**src/mxs_pkg.sv**
```systemverilog
// Package for the multiplexer switch control block
package mxs_pkg;
   // ------------------------------------------------------------
   // Sizes and channel codes
   // ------------------------------------------------------------
   localparam int           MXS_GRP_CH     = 12;
   localparam int           MXS_NUM_CH     = 24;
   localparam logic [6:0]   MXS_CH_LAST    = 7'h17;
   localparam logic [6:0]   MXS_GRP_B_BASE = 7'h0C;
   localparam logic [6:0]   MXS_CODE_ISO   = 7'h5A;
   localparam logic [6:0]   MXS_CODE_EXC   = 7'h5B;
   localparam logic [6:0]   MXS_CODE_MEAS  = 7'h5C;
   localparam logic [6:0]   MXS_CODE_2W    = 7'h5D;
   localparam logic [6:0]   MXS_CODE_4W    = 7'h5E;
   // ------------------------------------------------------------
   // Register offsets and reset values
   // ------------------------------------------------------------
   localparam logic [3:0]   MXS_REG_CMD    = 4'h0;
   localparam logic [3:0]   MXS_REG_CHLO   = 4'h1;
   localparam logic [3:0]   MXS_REG_CHHI   = 4'h2;
   localparam logic [3:0]   MXS_REG_BUS    = 4'h3;
   localparam logic [3:0]   MXS_REG_STAT   = 4'h4;
   localparam logic         MXS_ISO_RST    = 1'b0;
   // ------------------------------------------------------------
   // Timing: break-before-make gap and fastest channel change
   // ------------------------------------------------------------
   localparam int           MXS_CLK_MHZ    = 125;
   localparam int           MXS_BBM_NS     = 16;
   localparam int           MXS_BBM_CYC    = (MXS_BBM_NS * MXS_CLK_MHZ + 999) / 1000;
   localparam int           MXS_RATE_HZ    = 100000;
   localparam int           MXS_CHG_CYC    = (MXS_CLK_MHZ * 1000000) / MXS_RATE_HZ;
   // Command field layout: bit 7 is on(1)/off(0), bits 6:0 the code
   localparam int           MXS_CMD_ON_BIT = 7;
endpackage

```
**src/mxs_sync.sv**
```systemverilog
// Two-stage synchroniser for pin levels
`timescale 1ns/10ps
module mxs_sync #(
   parameter int W = 1
) (
   input  wire logic         clk,   // System clock
   input  wire logic         rst,   // Sync reset
   input  wire logic [W-1:0] d,     // Asynchronous level
   output logic      [W-1:0] q      // Synchronised level
);
   typedef struct packed {
      logic [W-1:0] s1;
      logic [W-1:0] s2;
   } mxs_sync_s;
   mxs_sync_s r, next_r;
   always_comb begin
      next_r    = r;
      next_r.s1 = d;
      next_r.s2 = r.s1;
   end
   always_ff @(posedge clk) begin
      if (rst) begin
         r <= '0;
      end else begin
         r <= next_r;
      end
   end
   assign q = r.s2;
endmodule // mxs_sync

```
**src/mxs_bbm.sv**
```systemverilog
// Break-before-make channel switch driver
`timescale 1ns/10ps
module mxs_bbm
   import mxs_pkg::*;
#(
   parameter int N = MXS_NUM_CH
) (
   input  wire logic         clk,      // System clock
   input  wire logic         rst,      // Sync reset
   input  wire logic [N-1:0] want,     // Requested switch pattern
   output logic      [N-1:0] drive,    // Switch drive, high closes
   output logic              busy      // Gap in progress
);
   typedef struct packed {
      logic [N-1:0] drv;
      logic [N-1:0] hold;
      logic [7:0]   cnt;
   } mxs_bbm_s;
   mxs_bbm_s r, next_r;
   always_comb begin
      next_r = r;
      if (r.cnt != 8'h00) begin
         next_r.cnt = r.cnt - 8'h01;
         if (r.cnt == 8'h01) begin
            next_r.drv = r.hold;
         end
      end else if (want != r.drv) begin
         // Opens act at once, closes wait out the gap
         next_r.drv  = r.drv & want;
         next_r.hold = want;
         if ((want & ~r.drv) != '0) begin
            next_r.cnt = 8'(MXS_BBM_CYC);
         end
      end
   end
   always_ff @(posedge clk) begin
      if (rst) begin
         r <= '0;
      end else begin
         r <= next_r;
      end
   end
   assign drive = r.drv;
   assign busy  = r.cnt != 8'h00;
endmodule // mxs_bbm

```
**src/mxs_ctrl.sv**
```systemverilog
// Multiplexer switch control: decoder, bus-selection and isolation logic
//
// Operation
// - 24 channel switches in two groups of twelve, each switch individually controlled
// - Channels 0..11 are the first group, 12..23 the second group
// - One control per switch position drives both high and low elements
// - Four bus-selection switches: excitation and measure bus per group
// - Bus-selection switches route the group to backplane or voltmeter link
// - Group with open bus-selection switches is cut off from both buses
// - Never both same-type bus-selection switches closed
// - Request closing both same-type switches leaves both open
// - Two isolation relays under one control cut card from backplane
// - Overvoltage flag forces isolation relays open
// - Voltmeter link operation forces isolation relays open
// - Codes 0..23 drive channel switches, code 90 the isolation relays
// - Codes 91..94 drive bus selection; 93 two-wire, 94 four-wire configuration
// - Code 91 excitation bus, 92 measure bus, to selected channel's group
// - Selected channel 0..11 picks first group, 12..23 second group
// - Scanning opens previous channel before closing next
// - Switch path supports 100,000 channel changes per second
//
// The implementer's own choices: the address-and-strobe port and the register offsets.
`timescale 1ns/10ps
module mxs_ctrl
   import mxs_pkg::*;
(
   input  wire logic        SYS_CLK,      // 125 MHz clock
   input  wire logic        RST,          // Sync reset, active high
   input  wire logic [3:0]  ADDR,         // Register address
   input  wire logic [7:0]  WDATA,        // Write data
   input  wire logic        WR,           // Write strobe
   input  wire logic        RD,           // Read strobe
   output logic      [7:0]  RDATA,        // Read data, cycle after RD
   input  wire logic        LINK_CMD_V,   // Voltmeter link command valid
   input  wire logic [7:0]  LINK_CMD,     // Voltmeter link command
   input  wire logic        LINK_ACTIVE,  // Voltmeter link in use (pin)
   input  wire logic        OVERVOLT,     // Backplane overvoltage flag (pin)
   output logic      [11:0] GRP_A_SW,     // First group switch drives
   output logic      [11:0] GRP_B_SW,     // Second group switch drives
   output logic      [3:0]  BUS_SW,       // ExcA, MeasA, ExcB, MeasB
   output logic             ROUTE_LINK,   // Buses routed to voltmeter link
   output logic             ISO_CLOSE,    // Isolation relays closed
   output logic             FOUR_WIRE     // Four-wire configuration active
);
   // ------------------------------------------------------------
   // State
   // ------------------------------------------------------------
   typedef enum logic [1:0] {MXS_IDLE, MXS_SETTLE} mxs_state_e;
   typedef struct packed {
      mxs_state_e  st;
      logic [23:0] ch;
      logic [4:0]  sel;
      logic [3:0]  bus;
      logic        iso_req;
      logic        four_w;
      logic        ov_seen;
      logic        bad_code;
      logic [7:0]  rdata;
   } mxs_ctrl_s;
   mxs_ctrl_s r, next_r;

   logic        ov_s;
   logic        link_s;
   logic [23:0] drive;
   logic        bbm_busy;

   mxs_sync #(.W(2)) u_sync (
      .clk (SYS_CLK),
      .rst (RST),
      .d   ({OVERVOLT, LINK_ACTIVE}),
      .q   ({ov_s, link_s})
   );

   // ------------------------------------------------------------
   // Decoding helpers
   // ------------------------------------------------------------
   function automatic logic in_grp_b(input logic [4:0] c);
      in_grp_b = {2'b00, c} >= MXS_GRP_B_BASE;
   endfunction

   // Drop any same-type pair requested together
   function automatic logic [3:0] bus_safe(input logic [3:0] b);
      logic [3:0] o;
      o = b;
      if (b[0] && b[2]) begin
         o[0] = 1'b0;
         o[2] = 1'b0;
      end
      if (b[1] && b[3]) begin
         o[1] = 1'b0;
         o[3] = 1'b0;
      end
      bus_safe = o;
   endfunction

   // ------------------------------------------------------------
   // Command decode
   // ------------------------------------------------------------
   logic       cmd_v;
   logic [7:0] cmd;
   logic       on;
   logic [6:0] code;
   logic [3:0] want_bus;

   always_comb begin
      // Link commands take precedence only while the link is in use
      cmd_v = (link_s && LINK_CMD_V) || (WR && ADDR == MXS_REG_CMD);
      cmd   = (link_s && LINK_CMD_V) ? LINK_CMD : WDATA;
      on    = cmd[MXS_CMD_ON_BIT];
      code  = cmd[6:0];
   end

   always_comb begin
      next_r   = r;
      want_bus = r.bus;
      next_r.ov_seen = r.ov_seen | ov_s;
      if (cmd_v) begin
         if (code <= MXS_CH_LAST) begin
            next_r.ch[code[4:0]] = on;
            if (on) begin
               next_r.sel = code[4:0];
            end
            next_r.st = MXS_SETTLE;
         end else if (code == MXS_CODE_ISO) begin
            next_r.iso_req = on;
         end else if (code == MXS_CODE_EXC) begin
            want_bus[{1'b0, in_grp_b(r.sel)} * 2] = on;
         end else if (code == MXS_CODE_MEAS) begin
            want_bus[{1'b0, in_grp_b(r.sel)} * 2 + 1] = on;
         end else if (code == MXS_CODE_2W) begin
            next_r.four_w = 1'b0;
         end else if (code == MXS_CODE_4W) begin
            next_r.four_w = on;
         end else begin
            next_r.bad_code = 1'b1;
         end
      end
      next_r.bus = bus_safe(want_bus);
      if (WR && ADDR == MXS_REG_CHLO) begin
         next_r.ch[7:0] = WDATA;
         next_r.st = MXS_SETTLE;
      end
      if (WR && ADDR == MXS_REG_CHHI) begin
         next_r.ch[23:8] = {WDATA, r.ch[15:8]};
         next_r.st = MXS_SETTLE;
      end
      if (WR && ADDR == MXS_REG_BUS) begin
         next_r.bus = bus_safe(WDATA[3:0]);
      end
      if (WR && ADDR == MXS_REG_STAT) begin
         // Clear sticky flags, a new event wins
         next_r.ov_seen  = ov_s | (r.ov_seen & ~WDATA[0]);
         next_r.bad_code = (cmd_v && code > MXS_CH_LAST && (code < MXS_CODE_ISO || code > MXS_CODE_4W))
                           | (r.bad_code & ~WDATA[1]);
      end
      case (r.st)
         MXS_IDLE: begin
            next_r.st = next_r.st;
         end
         MXS_SETTLE: begin
            if (!bbm_busy && drive == r.ch) begin
               next_r.st = cmd_v ? MXS_SETTLE : MXS_IDLE;
            end
         end
         default: begin
            next_r.st = MXS_IDLE;
         end
      endcase
      next_r.rdata = 8'h00;
      if (RD) begin
         case (ADDR)
            MXS_REG_CMD:  next_r.rdata = {1'b0, 2'b00, r.sel};
            MXS_REG_CHLO: next_r.rdata = drive[7:0];
            MXS_REG_CHHI: next_r.rdata = drive[15:8];
            MXS_REG_BUS:  next_r.rdata = {4'h0, r.bus};
            MXS_REG_STAT: next_r.rdata = {1'b0, r.st == MXS_SETTLE, ISO_CLOSE, r.four_w,
                                          link_s, r.iso_req, r.bad_code, r.ov_seen};
            default:      next_r.rdata = 8'h00;
         endcase
      end
   end

   always_ff @(posedge SYS_CLK) begin
      if (RST) begin
         r         <= '0;
         r.iso_req <= MXS_ISO_RST;
         r.st      <= MXS_IDLE;
      end else begin
         r <= next_r;
      end
   end

   mxs_bbm #(.N(MXS_NUM_CH)) u_bbm (
      .clk   (SYS_CLK),
      .rst   (RST),
      .want  (r.ch),
      .drive (drive),
      .busy  (bbm_busy)
   );

   // ------------------------------------------------------------
   // Outputs
   // ------------------------------------------------------------
   assign GRP_A_SW   = drive[11:0];
   assign GRP_B_SW   = drive[23:12];
   assign BUS_SW     = r.bus;
   assign ROUTE_LINK = link_s;
   assign ISO_CLOSE  = r.iso_req & ~ov_s & ~link_s;
   assign FOUR_WIRE  = r.four_w;
   assign RDATA      = r.rdata;
endmodule // mxs_ctrl

```
**config.mk**
```make
export PLATFORM = sky130hd
export DESIGN_NAME = mxs_ctrl
export DESIGN_NICKNAME = d
export VERILOG_FILES = /design/src/mxs_pkg.sv /design/src/mxs_sync.sv /design/src/mxs_bbm.sv /design/src/mxs_ctrl.sv
export SDC_FILE = /design/constraint.sdc
export NUM_CORES = 1
export LEC_CHECK = 0
export BUFFER_PORTS_ARGS = -buffer_cell sky130_fd_sc_hd__buf_2
export CAP_MARGIN = 30
export CORE_MARGIN = 4
export CORE_UTILIZATION = 45
export CTS_BUF_LIST = sky130_fd_sc_hd__clkbuf_8
export CTS_CLUSTER_SIZE = 8
export DETAILED_ROUTE_END_ITERATION = 12
export PLACE_DENSITY = 0.65
export SYNTH_ARGS = -nofsm -noshare
export SYNTH_HDL_FRONTEND = slang
export SYNTH_HIERARCHICAL = 1
export SYNTH_SLANG_ARGS = --single-unit
```
**constraint.sdc**
```tcl
create_clock -name SYS_CLK -period 2.15 [get_ports SYS_CLK]
set_input_delay 0.215 -clock SYS_CLK [delete_from_list [all_inputs] [get_ports SYS_CLK]]
set_output_delay 0.215 -clock SYS_CLK [all_outputs]
set_load 0.03 [all_outputs]
```
* Yosys cells after proc, flatten, opt, wreduce, memory -nomap -nowiden
Cells that the tools add are included.
** Word-level totals
- Flip-flop bits (word level) :: 107
- Bits of input ports :: 27
- Word-level logic and storage cells :: 161
** Operators by class
- Add/subtract/negate cells :: 2
- $lt $le $gt $ge :: 11
- Equal/unequal tests :: 20
- Mux-type cells :: 49
- Bitwise operators :: 21
- Reductions and logical operators :: 42
** Operators with widths (number)
- $mux W31 :: 2
- $mux W56 :: 1
- $and A24 B24 Y24 :: 2
- $mux W24 :: 2
- $pmux W8 S5 :: 1
- $eq A7 B7 Y1 const B :: 5
- $mux W8 :: 4
- $bwmux W24 :: 1
- $eq A24 B24 Y1 :: 1
- $mux W4 :: 6
- $ne A24 B24 Y1 :: 1
- $not A24 Y24 :: 1
- $reduce_bool A24 Y1 :: 1
- $mux W1 :: 21
- $mux W18 :: 1
- $logic_and A1 B1 Y1 :: 16
- $reduce_bool A2 Y1 :: 8
- $ne A2 B1 Y1 const B :: 7
- $not A1 Y1 :: 11
- $reduce_and A2 Y1 :: 5
- $reduce_and A3 Y1 :: 3
- $bwmux W4 :: 2
- $eq A4 B2 Y1 const B :: 2
- $eq A8 B1 Y1 const B :: 1
- 32 further kinds :: 40

* Logic depth before layout (Yosys ltp)
Gate-level depths: netlist of the first run.
- Depth after elaboration :: 15
- Depth in mapped cells :: 9
- Depth with buffers taken out :: 9

* Modules after synthesis
The synthesis of the first run kept the hierarchy.
** By module, submodules not included
- mxs_bbm :: instances 1, cells each 381, area each 3417.0 um^2
- mxs_ctrl :: instances 1, cells each 370, area each 3236.9 um^2
- mxs_sync :: instances 1, cells each 8, area each 105.1 um^2

* Least setup slack after synthesis of the first run
Ideal clock, no wire load.
- Kind :: reg2reg
- From :: register u_bbm.r, in the netlist u_bbm/drive[13]
- To :: register u_bbm.r, in the netlist u_bbm/drive[11]
- Setup time :: 0.134 ns
- Arrival time :: 1.957 ns
- Required time :: 2.016 ns
- Path slack :: 0.059 ns
- Stages on the path, launching flop included :: 9
- Period minus slack after synthesis :: 2.091 ns
- Cell sequence :: dfxtp_1 > inv_1 > ha_1 > nand4_1 > or4_1 > clkbuf_1 > o211ai_1 > buf_2 > o221ai_1
** On the way
- Longest elaborated chain between the ends :: 3
** Ends and longest elaborated chain
- start: declaration :: line mxs_bbm.sv:19 : mxs_bbm_s r, next_r;
- start signal: assignment :: line mxs_bbm.sv:40 : r <= next_r;
- $ne A24 B24 Y1 :: line mxs_bbm.sv:27 : end else if (want != r.drv) begin
- $reduce_bool A2 Y1 (no source line)
- $reduce_and A2 Y1 (no source line)
No other way between the ends.
A chain may end at the register's enable or synchronous reset.

* Worst setup path after layout of the first run
- From :: register u_bbm.r, in the netlist u_bbm/drive[8]
- To :: register u_bbm.r, in the netlist u_bbm/drive[19]
The elaborated chain is that of the path after synthesis.

==> results of run 1 <==
## layout make-up
class | instances | area [um2]
clock inverters | 5 | 37.5
clock buffers | 11 | 151
inverters | 41 | 154
fillers | 1313 | 6800
well taps | 184 | 230
flip-flops and latches | 107 | 2160
repair buffers | 156 | 1070
multi-input cells | 530 | 4050
## stage by stage
step                      power, mW  area, um2   util  setup WS [ns]  instances
after floorplan                3.13       6760      -         0.0588        759
after detailed placement       3.57       7420  0.506        -0.0399       1011
final                          5.05       7850  0.536        0.00798       1034
after global placement         3.52       7420  0.506         0.0832       1011
after CTS                      4.78       7620  0.521         0.0103       1029
after global routing           5.25       7850  0.536        -0.0710       1034
## registers in the layout, summed over array words and instances, names as in the netlist
register	count
u_bbm/r	32
FOUR_WIRE	1
u_sync/next_r	2
u_sync/q	2
u_bbm/drive	24
RDATA	8
BUS_SW	4
r	34
## cell usage after synthesis (all sizes together), types with 6 or more instances
cell and number:
nor3 17, xnor2 7, nand4 8, nor2b 10
inv 41, a311oi 14, o2111ai 13, dfxtp 107
a22oi 14, clkbuf 29, a32o 11, or4 6
nand2 105, o311ai 13, nand3 22, nor4 15
a21oi 24, mux2i 30, nor2 26, o21ai 13
o221ai 12, ha 51, a211oi 6, buf 52
a31oi 9, a21o 16, xor2 24
## final timing paths
check	startpoint	endpoint	slack (ns)
max	u_bbm/drive[8]$_SDFFE_PP0P_	u_bbm/drive[19]$_SDFFE_PP0P_	0.008
min	OVERVOLT	u_sync/next_r[1]$_SDFF_PP0_	0.03
max reg2reg	u_bbm/drive[8]$_SDFFE_PP0P_	u_bbm/drive[19]$_SDFFE_PP0P_	0.008
min reg2reg	r[46]$_SDFF_PP0_	r[45]$_SDFF_PP0_	0.44
## cell families (layout without fill, tap and decap cells)
group | count (synthesis) | after routing | share of synthesized area
buffers and inverters | 122 | 213 | 0.103
adder cells (fa/ha/maj) | 51 | 51 | 0.0944
AND/OR/NAND/NOR | 243 | 243 | 0.191
multiplexers | 30 | 30 | 0.0444
AO/OA/AOI/OAI | 174 | 174 | 0.210
XOR/XNOR | 31 | 31 | 0.0402
flip-flops | 107 | 107 | 0.317
other | 1 | 1 | 0.000555
## layer usage
metal	vias up	GRT usage	part of all wire
met5	-	0	0
met4	0	0.0714	0.030
met3	61	0.0484	0.076
met2	296	0.380	0.45
met1	3050	0.331	0.44
li1	2908	-	-
## power groups by stage
stage	Combinational [mW]	Clock (mW)	Sequential (mW)
5_1_grt	1.78	1.31	2.16
6_report	1.68	1.22	2.15
3_3_place_gp	1.34	0	2.18
3_5_place_dp	1.38	0	2.18
4_1_cts	1.39	1.24	2.14
2_1_floorplan	0.948	0	2.18
## what timing repair did
item,CTS,global route
cloned,0,3
resized for setup,2,54
setup buffers,2,2
pin swaps,3,12
endpoints found under the setup margin,5,41
hold buffers,0,0
## critical path, cell delays in order, from the launching register on
cell,delay (ns)
dfxtp_1,0.34
inv_1,0.06
ha_1,0.29
nand4_1,0.18
or4_4,0.53
o211ai_1,0.26
buf_4,0.22
o221ai_1,0.13
==> flow_summary.yaml, run 1 <==
power_and_ir_drop:
  p_leak_nw: 3.39
  ir_drop_mv: 0.406
  powerDensity_nw_per_um2: 643
  power_switching_mw: 1.82
  p_int_mw: 3.22
  share_comb_of_total_power: 0.332
  p_clk_frac: 0.242
  swShare: 0.361
  power_frac_seq: 0.426
critical_path:
  cp-start-kind: "flip-flop"
  worst_setup_path_end_kind: "flip-flop"
  worstSetupPathType: "flip-flop to flip-flop"
  rr_worst_depth: 7
  arrival_ns: 2.42
  cp.required_ns: 2.43
  cp_max_fo: 6
synth:
  syn_area_um2: 6760
  ys_seq_area_frac: 0.317
  synth_edf_count: 0
  syn-num-nets: 837
  synth-main-ff-cell: "dfxtp_1"
  synth_area_leaders: "dfxtp_1 32%, ha_1 9.4%, nand2_1 5.8%, mux2i_1 4.4%, buf_4 4.1%"
  ys_types: 85
  synth_top_area_frac: 0.317
  ys_warn_count: 6
  ys_seq_elements: 107
  yosys.area.top_type: "dfxtp_1"
  synthArstFlopShare: 0
  syn_inst: 759
  avgSynthCellArea_um2: 8.91
sta:
  relSlewSlack: 0.560
  slew_viol_final: 0
  setup_tns_ns: 0
  hold_violations: 0
  worstMarginPinSlew_ns: 0.660
  max_freq_mhz: 467
  setup_viol: 0
  finalCriticalPeriod_ns: 2.14
  rsz0062_at_grt: "true"
  worst_hold_slack_ns: 0.0285
  period_share: 0.996
  clock_skew_ns: 0.0189
floorplanning:
  initial_utilization: 0.462
  ioPinCount: 66
  die_area_um2: 17000
  rows: 44
  die_width_um: 131
  core_area_um2: 14600
  die_h_um: 131
routing:
  detail-route-antenna-nets: 0
  drt_pass1_iterations: 6
  drt_iter0_drc: 652
  routed_wl_um: 21400
  vias: 6315
  drc: 0
  viasPerCell: 6.11
  wire_per_inst_um: 20.7
place:
  hpwlAfterDp_um: 15900
  gp_congestion: 0.942
  placement.io_buffers: 65
min_path:
  hold_path.class: "primary input to flip-flop"
  hold_depth: 2
layout:
  fin_nets: 923
  final_common_cell: "nand2_1"
  final_cell_mix: "104 x nand2_1, 96 x dfxtp_1, 81 x buf_4"
  syn2layout_area_growth_pct: 16.1
  drive_gt1_frac: 0.279
  num_antenna_cells: 0
clocking:
  htreeDepth: 3
  cts_sinks: 107
  ctsLongestPathBuffers: 2
  numCtsBuffers: 9
  clk_latency_ns: 0.40
  clk_pin_slew_ns: 0.11
  cts_root_buffer: "clkbuf_8"
  cts_tree: "built"
grt:
  overflow: 0
  grt_antenna_before_repair: 0
  grt_pass1_vias: 5890
  grt_usage: 0.240
  grt_pass1_wl_um: 31800
  grt_start_max_net_pins: 25
flow_run:
  maxCapViolCount: 0
status:
  status: "finished, final reports clean"
(Power assumes the default switching activity.)
==> run 2: changes to the inputs <==
--- a/config.mk
+++ b/config.mk
@@ -5,6 +5,7 @@
 export SDC_FILE = /design/constraint.sdc
 export NUM_CORES = 1
 export LEC_CHECK = 0
+export ABC_AREA = 1
 export BUFFER_PORTS_ARGS = -buffer_cell sky130_fd_sc_hd__buf_2
 export CAP_MARGIN = 30
 export CORE_MARGIN = 4
==> run 2 against run 1 <==
Compared with the run above:
- register-to-register slack better by 0.18 ns
- worst setup slack improved by 0.18 ns
- synthesized area grew 3.7%
- die area grew 3.5%
- sequential cell count unchanged
- clock skew decreased by 0.0079 ns
- power fell by 0.14%
- final cell count is 24% higher
- sequential power is essentially flat
- synthesized cell count increased by 33%
- critical path type unchanged
==> flow_summary.yaml, run 2 <==
sta:
  period_share: 0.914
  rsz0062_at_grt: "false"
  setup_tns_ns: 0
  slew_viol_final: 0
  worstMarginPinSlew_ns: 0.644
  worst_hold_slack_ns: 0.0232
  relSlewSlack: 0.568
  hold_violations: 0
  clock_skew_ns: 0.0110
  finalCriticalPeriod_ns: 1.97
  setup_viol: 0
  max_freq_mhz: 509
place:
  hpwlAfterDp_um: 15000
  placement.io_buffers: 65
  dp_cells: 1266
  gp_congestion: 0.969
layout:
  largest_reg_flops: 34
  regMostFlops: "r"
  fin_util: 0.506
  seqCellArea_um2: 2140
  multi_input_area_um2: 3900
  drive_gt1_frac: 0.190
  finalNonFillerCells: 1282
  final_common_cell: "nand2_1"
  syn2layout_area_growth_pct: 10.2
  num_antenna_cells: 0
  final.fill_count: 1590
  final_cell_mix: "208 x nand2_1, 119 x inv_1, 117 x nand3_1"
  fin_nets: 1144
synth:
  ys_seq_area_frac: 0.306
  synth-main-ff-cell: "dfxtp_1"
  avgSynthCellArea_um2: 6.95
  synth_area_leaders: "dfxtp_1 31%, nand2_1 11%, ha_1 9.1%, nand3_1 8.4%, inv_1 6.4%"
  synth_edf_count: 0
  syn-num-nets: 1086
  yosys.area.top_type: "dfxtp_1"
  syn_inst: 1008
  ys_warn_count: 6
  synthArstFlopShare: 0
  synth_top_area_frac: 0.306
  synthTopCellsByCount: "208 x nand2_1, 119 x inv_1, 117 x nand3_1"
  syn_area_um2: 7010
  ys_types: 40
  ys_seq_elements: 107
  synthMostInstantiatedCell: "nand2_1"
clocking:
  clk_latency_ns: 0.39
  cts_root_buffer: "clkbuf_8"
  cts_sinks: 107
  ctsLongestPathBuffers: 2
  postCtsSetupBuffers: 0
  numCtsBuffers: 9
  post_cts_resized: 0
  htreeDepth: 3
  hold_buffers: 0
  cts_tree: "built"
  clk_pin_slew_ns: 0.10
critical_path:
  cp.required_ns: 2.48
  arrival_ns: 2.30
  rr_worst_depth: 11
  worstSetupPathType: "flip-flop to flip-flop"
  cp_max_fo: 27
  cp-start-kind: "flip-flop"
  worst_setup_path_end_kind: "flip-flop"
grt:
  grt_antenna_before_repair: 0
  grt_usage: 0.221
  grt_pass1_wl_um: 31400
  overflow: 0
  grt_start_max_net_pins: 50
  grt_pass1_vias: 5932
power_and_ir_drop:
  ir_drop_mv: 0.617
  p_total_mw: 5.04
  powerDensity_nw_per_um2: 652
  p_leak_nw: 3.65
status:
  status: "finished, final reports clean"
floorplanning:
  die_area_um2: 17600
  die_width_um: 133
  core_area_um2: 15300
  ioPinCount: 66
  rows: 45
  initial_utilization: 0.459
  die_h_um: 133
routing:
  detail-route-antenna-nets: 0
  wire_per_inst_um: 15.3
  drt_iter0_drc: 487
  viasPerCell: 5.12
  drc: 0
  vias: 6563
  routed_wl_um: 19600
  drt_pass1_iterations: 5
min_path:
  hold_path.class: "primary input to flip-flop"
  hold_depth: 3
flow_run:
  maxCapViolCount: 0
==> run 2: cells by family (layout without fill, tap and decap cells) <==
| group | count (synthesis) | after routing | synth area share |
|---|---|---|---|
| XOR/XNOR | 10 | 10 | 0.0125 |
| adder cells (fa/ha/maj) | 51 | 51 | 0.0910 |
| AO/OA/AOI/OAI | 180 | 180 | 0.145 |
| AND/OR/NAND/NOR | 460 | 460 | 0.308 |
| flip-flops | 107 | 107 | 0.306 |
| other | 1 | 1 | 0.000535 |
| buffers and inverters | 199 | 262 | 0.138 |
==> run 2: where the power goes <==
part | internal (mW) | total [mW] | switching, mW | leakage [nW]
Clock | 0.534 | 1.25 | 0.718 | 0.0950
Sequential | 2.07 | 2.14 | 0.0684 | 0.866
Combinational | 0.445 | 1.64 | 1.20 | 2.69
==> run 2: worst max-delay path, cell delays in order, from the launching register on <==
cell and delay (ns):
dfxtp_1 0.39, inv_1 0.07, ha_1 0.27, nand2_1 0.05
nor2_1 0.10, nand2_1 0.12, nor2_1 0.10, nand2_1 0.11
nand2_1 0.10, buf_4 0.31, nand3_1 0.14, a21oi_2 0.15
==> run 2: layer usage <==
metal  part of all wire  global-route usage
met5                  0                   0
met1               0.47               0.315
met3              0.049              0.0392
met4              0.024              0.0600
met2               0.46               0.346
==> run 2: path summary, 6_finish.rpt <==
kind | start | end | slack, ns
worst min register to register | u_sync/next_r[1]$_SDFF_PP0_ | u_sync/q[1]$_SDFF_PP0_ | 0.41
worst max-delay path | u_bbm/drive[0]$_SDFFE_PP0P_ | u_bbm/drive[10]$_SDFFE_PP0P_ | 0.18
worst min-delay path | LINK_ACTIVE | u_sync/next_r[0]$_SDFF_PP0_ | 0.02
worst max register to register | u_bbm/drive[0]$_SDFFE_PP0P_ | u_bbm/drive[10]$_SDFFE_PP0P_ | 0.18
==> run 2: cell type report <==
class,instances,share of cell area
Inverter,126,0.0615
Clock buffer,9,0.0160
Timing Repair Buffer,120,0.0972
Sequential cell,107,0.277
Clock inverter,7,0.00891
Tap cell,211,0.0342
Multi-Input combinational cell,702,0.505
==> run 2: metrics by stage <==
stage | area (um2) | worst slack [ns]
finish | 7730 | 0.185
detailed placement | 7530 | 0.240
CTS | 7730 | 0.221
global route | 7730 | 0.0391
floorplan | 7010 | 0.353
global placement | 7530 | 0.253
==> run 3: changes to the inputs <==
--- a/config.mk
+++ b/config.mk
@@ -5,7 +5,6 @@
 export SDC_FILE = /design/constraint.sdc
 export NUM_CORES = 1
 export LEC_CHECK = 0
-export ABC_AREA = 1
 export BUFFER_PORTS_ARGS = -buffer_cell sky130_fd_sc_hd__buf_2
 export CAP_MARGIN = 30
 export CORE_MARGIN = 4
@@ -16,5 +15,4 @@
 export PLACE_DENSITY = 0.65
 export SYNTH_ARGS = -nofsm -noshare
 export SYNTH_HDL_FRONTEND = slang
-export SYNTH_HIERARCHICAL = 1
 export SYNTH_SLANG_ARGS = --single-unit
==> run 3 against run 2 <==
Compared with the run above:
- core utilization is 3.9 points higher
- wire length is 7.2% lower
- largest cell class unchanged
- hold slack better by 0.012 ns
- clock power is 9.6% lower
- worst setup slack worse by 0.15 ns
- critical path type unchanged
- cell area is 7.0% lower
==> flow_summary.yaml, run 3 <==
status:
  status: "finished, final reports clean"
place:
  place_ws_ns: -0.0417
  hpwlAfterDp_um: 13400
  placed_cell_area_um2: 6850
  placement.io_buffers: 65
  gp_congestion: 0.930
min_path:
  min_from: "OVERVOLT"
  hold_path.class: "primary input to flip-flop"
  hold_depth: 2
  min_to: "u_sync.next_r[1]$_SDFF_PP0_"
clocking:
  ctsLongestPathBuffers: 2
  clk_pin_slew_ns: 0.10
  cts_tree: "built"
  cts_sinks: 107
  hold_buffers: 0
  clk_latency_ns: 0.38
  cts_root_buffer: "clkbuf_8"
  numCtsBuffers: 9
  htreeDepth: 3
sta:
  setup_viol: 0
  finalCriticalPeriod_ns: 2.11
  max_freq_mhz: 473
  worstMarginPinSlew_ns: 0.798
  relSlewSlack: 0.464
  period_share: 0.983
  hold_violations: 0
  clock_skew_ns: 0.00828
  setup_slack_ns: 0.0362
  slew_viol_final: 0
synth:
  syn-num-nets: 781
  synth-main-ff-cell: "dfxtp_1"
  yosys.area.top_type: "dfxtp_1"
  syn_inst: 704
  avgSynthCellArea_um2: 8.56
  synthMostInstantiatedCell: "dfxtp_1"
  synth_top_area_frac: 0.356
  synthTopCellsByCount: "107 x dfxtp_1, 91 x nand2_1, 71 x nor2_1"
  ys_types: 59
  ys_seq_elements: 107
  synthArstFlopShare: 0
  synth_area_leaders: "dfxtp_1 36%, ha_1 10%, nand2_1 5.7%, mux2i_1 4.7%, a222oi_1 4.5%"
  ys_warn_count: 0
  ys_seq_area_frac: 0.356
  synth_edf_count: 0
  syn_area_um2: 6020
grt:
  grt_usage: 0.239
  grt_antenna_before_repair: 0
  grt_pass1_vias: 5400
  grt_pass1_wl_um: 28500
  overflow: 0
  grt_start_max_net_pins: 53
critical_path:
  rr_worst_depth: 11
  rr_startpoint: "u_bbm.drive[10]$_SDFFE_PP0P_"
  worstSetupPathType: "flip-flop to flip-flop"
  cp_max_fo: 7
  rrSetupSlack_ns: 0.04
  worst_setup_path_end_kind: "flip-flop"
  r2r-end: "u_bbm.r[9]$_SDFFE_PP0P_"
  cp-start-kind: "flip-flop"
  arrival_ns: 2.42
  cp.required_ns: 2.46
routing:
  vias: 5695
  drc: 0
  drt_pass1_iterations: 7
  viasPerCell: 5.82
  drt_iter0_drc: 654
  detail-route-antenna-nets: 0
  routed_wl_um: 18200
  wire_per_inst_um: 18.6
layout:
  num_antenna_cells: 0
  final_cell_mix: "105 x dfxtp_1, 91 x nand2_1, 86 x buf_4"
  final_common_cell: "dfxtp_1"
  fin_area_um2: 7190
  multi_input_area_um2: 3440
  seqCellArea_um2: 2140
  fin_nets: 878
  regMostFlops: "r"
  drive_gt1_frac: 0.265
  syn2layout_area_growth_pct: 19.3
  final.fill_count: 1219
  largest_reg_flops: 34
floorplanning:
  core_area_um2: 13200
  rows: 42
  ioPinCount: 66
  initial_utilization: 0.457
  die_area_um2: 15300
  die_width_um: 124
  die_h_um: 124
power_and_ir_drop:
  powerDensity_nw_per_um2: 674
  p_leak_nw: 3.09
  ir_drop_mv: 0.307
flow_run:
  maxCapViolCount: 0
## run 3: per-layer routing
metal / up-vias / wire (um) / track usage / share of wire
met4: 0 / 322 / 0.0747 / 0.018
met2: 236 / 8610 / 0.388 / 0.47
met1: 2764 / 7920 / 0.325 / 0.43
met5: - / 0 / 0 / 0
met3: 29 / 1360 / 0.0381 / 0.075
li1: 2666 / - / - / -
## run 3: where the power goes
| group | internal, mW | total (mW) | leakage (nW) | switching, mW |
|---|---|---|---|---|
| clock network | 0.434 | 1.13 | 0.0857 | 0.698 |
| registers | 2.06 | 2.13 | 0.866 | 0.0672 |
| logic | 0.633 | 1.58 | 2.14 | 0.951 |
| total | 3.13 | 4.84 | 3.09 | 1.72 |
## run 3: critical path, cell delays in order (launching register included)
cell and delay (ns):
dfxtp_1 0.36, inv_1 0.05, ha_1 0.28, nand4_1 0.18
nor4_2 0.27, buf_4 0.17, nand2_1 0.09, buf_4 0.18
nand2b_4 0.11, buf_8 0.14, nand2_1 0.06, a21oi_1 0.15
## run 3: cells by family after synthesis
group           after synthesis  synth area share
simple gates                265             0.219
compound gates              140             0.166
flops                       107             0.356
buf+inv                     103            0.0897
fa+ha+maj                    50             0.104
mux                          38            0.0652
other cells                   1          0.000623
## run 3: per-stage QoR
stage	std cells	TNS, ns	hold WS [ns]	power [mW]	utilization
after floorplan	704	0	0.324	2.95	-
after global placement	959	-3.73	0.416	3.49	0.518
after detailed placement	960	-0.0843	0.417	3.56	0.519
after CTS	974	0	0.0235	4.68	0.532
after global routing	979	-2.69	0.0579	5.08	0.545
final	979	0	0.0348	4.84	0.545
## run 3: repair_timing
action | 4_1_cts | 5_1_grt
endpoints found under the setup margin | 6 | 70
buffers inserted | 1 | 2
pin swaps | 1 | 6
gates resized for setup | 1 | 27
cloned | 0 | 3
## run 3: worst max-delay path by stage
stage               depth (start not counted)                         start                      endpoint
finish                                     11  u_bbm.drive[10]$_SDFFE_PP0P_       u_bbm.r[9]$_SDFFE_PP0P_
global route                               10  u_bbm.drive[10]$_SDFFE_PP0P_  u_bbm.drive[19]$_SDFFE_PP0P_
CTS                                         7        u_sync.q[0]$_SDFF_PP0_          BUS_SW[3]$_SDFF_PP0_
detailed placement                          7                       ADDR[1]            r[34]$_SDFFE_PP0P_
global placement                            8  u_bbm.drive[11]$_SDFFE_PP0P_   u_bbm.drive[3]$_SDFFE_PP0P_
floorplan                                   7        u_sync.q[0]$_SDFF_PP0_            r[22]$_SDFFE_PP0P_
## run 3: layout make-up
type | instances | share of cell area
clock inverters | 3 | 0.00244
inverters | 30 | 0.0157
well taps | 176 | 0.0306
multi-input cells | 494 | 0.479
repair buffers | 159 | 0.155
clock buffers | 10 | 0.0191
flip-flops and latches | 107 | 0.298
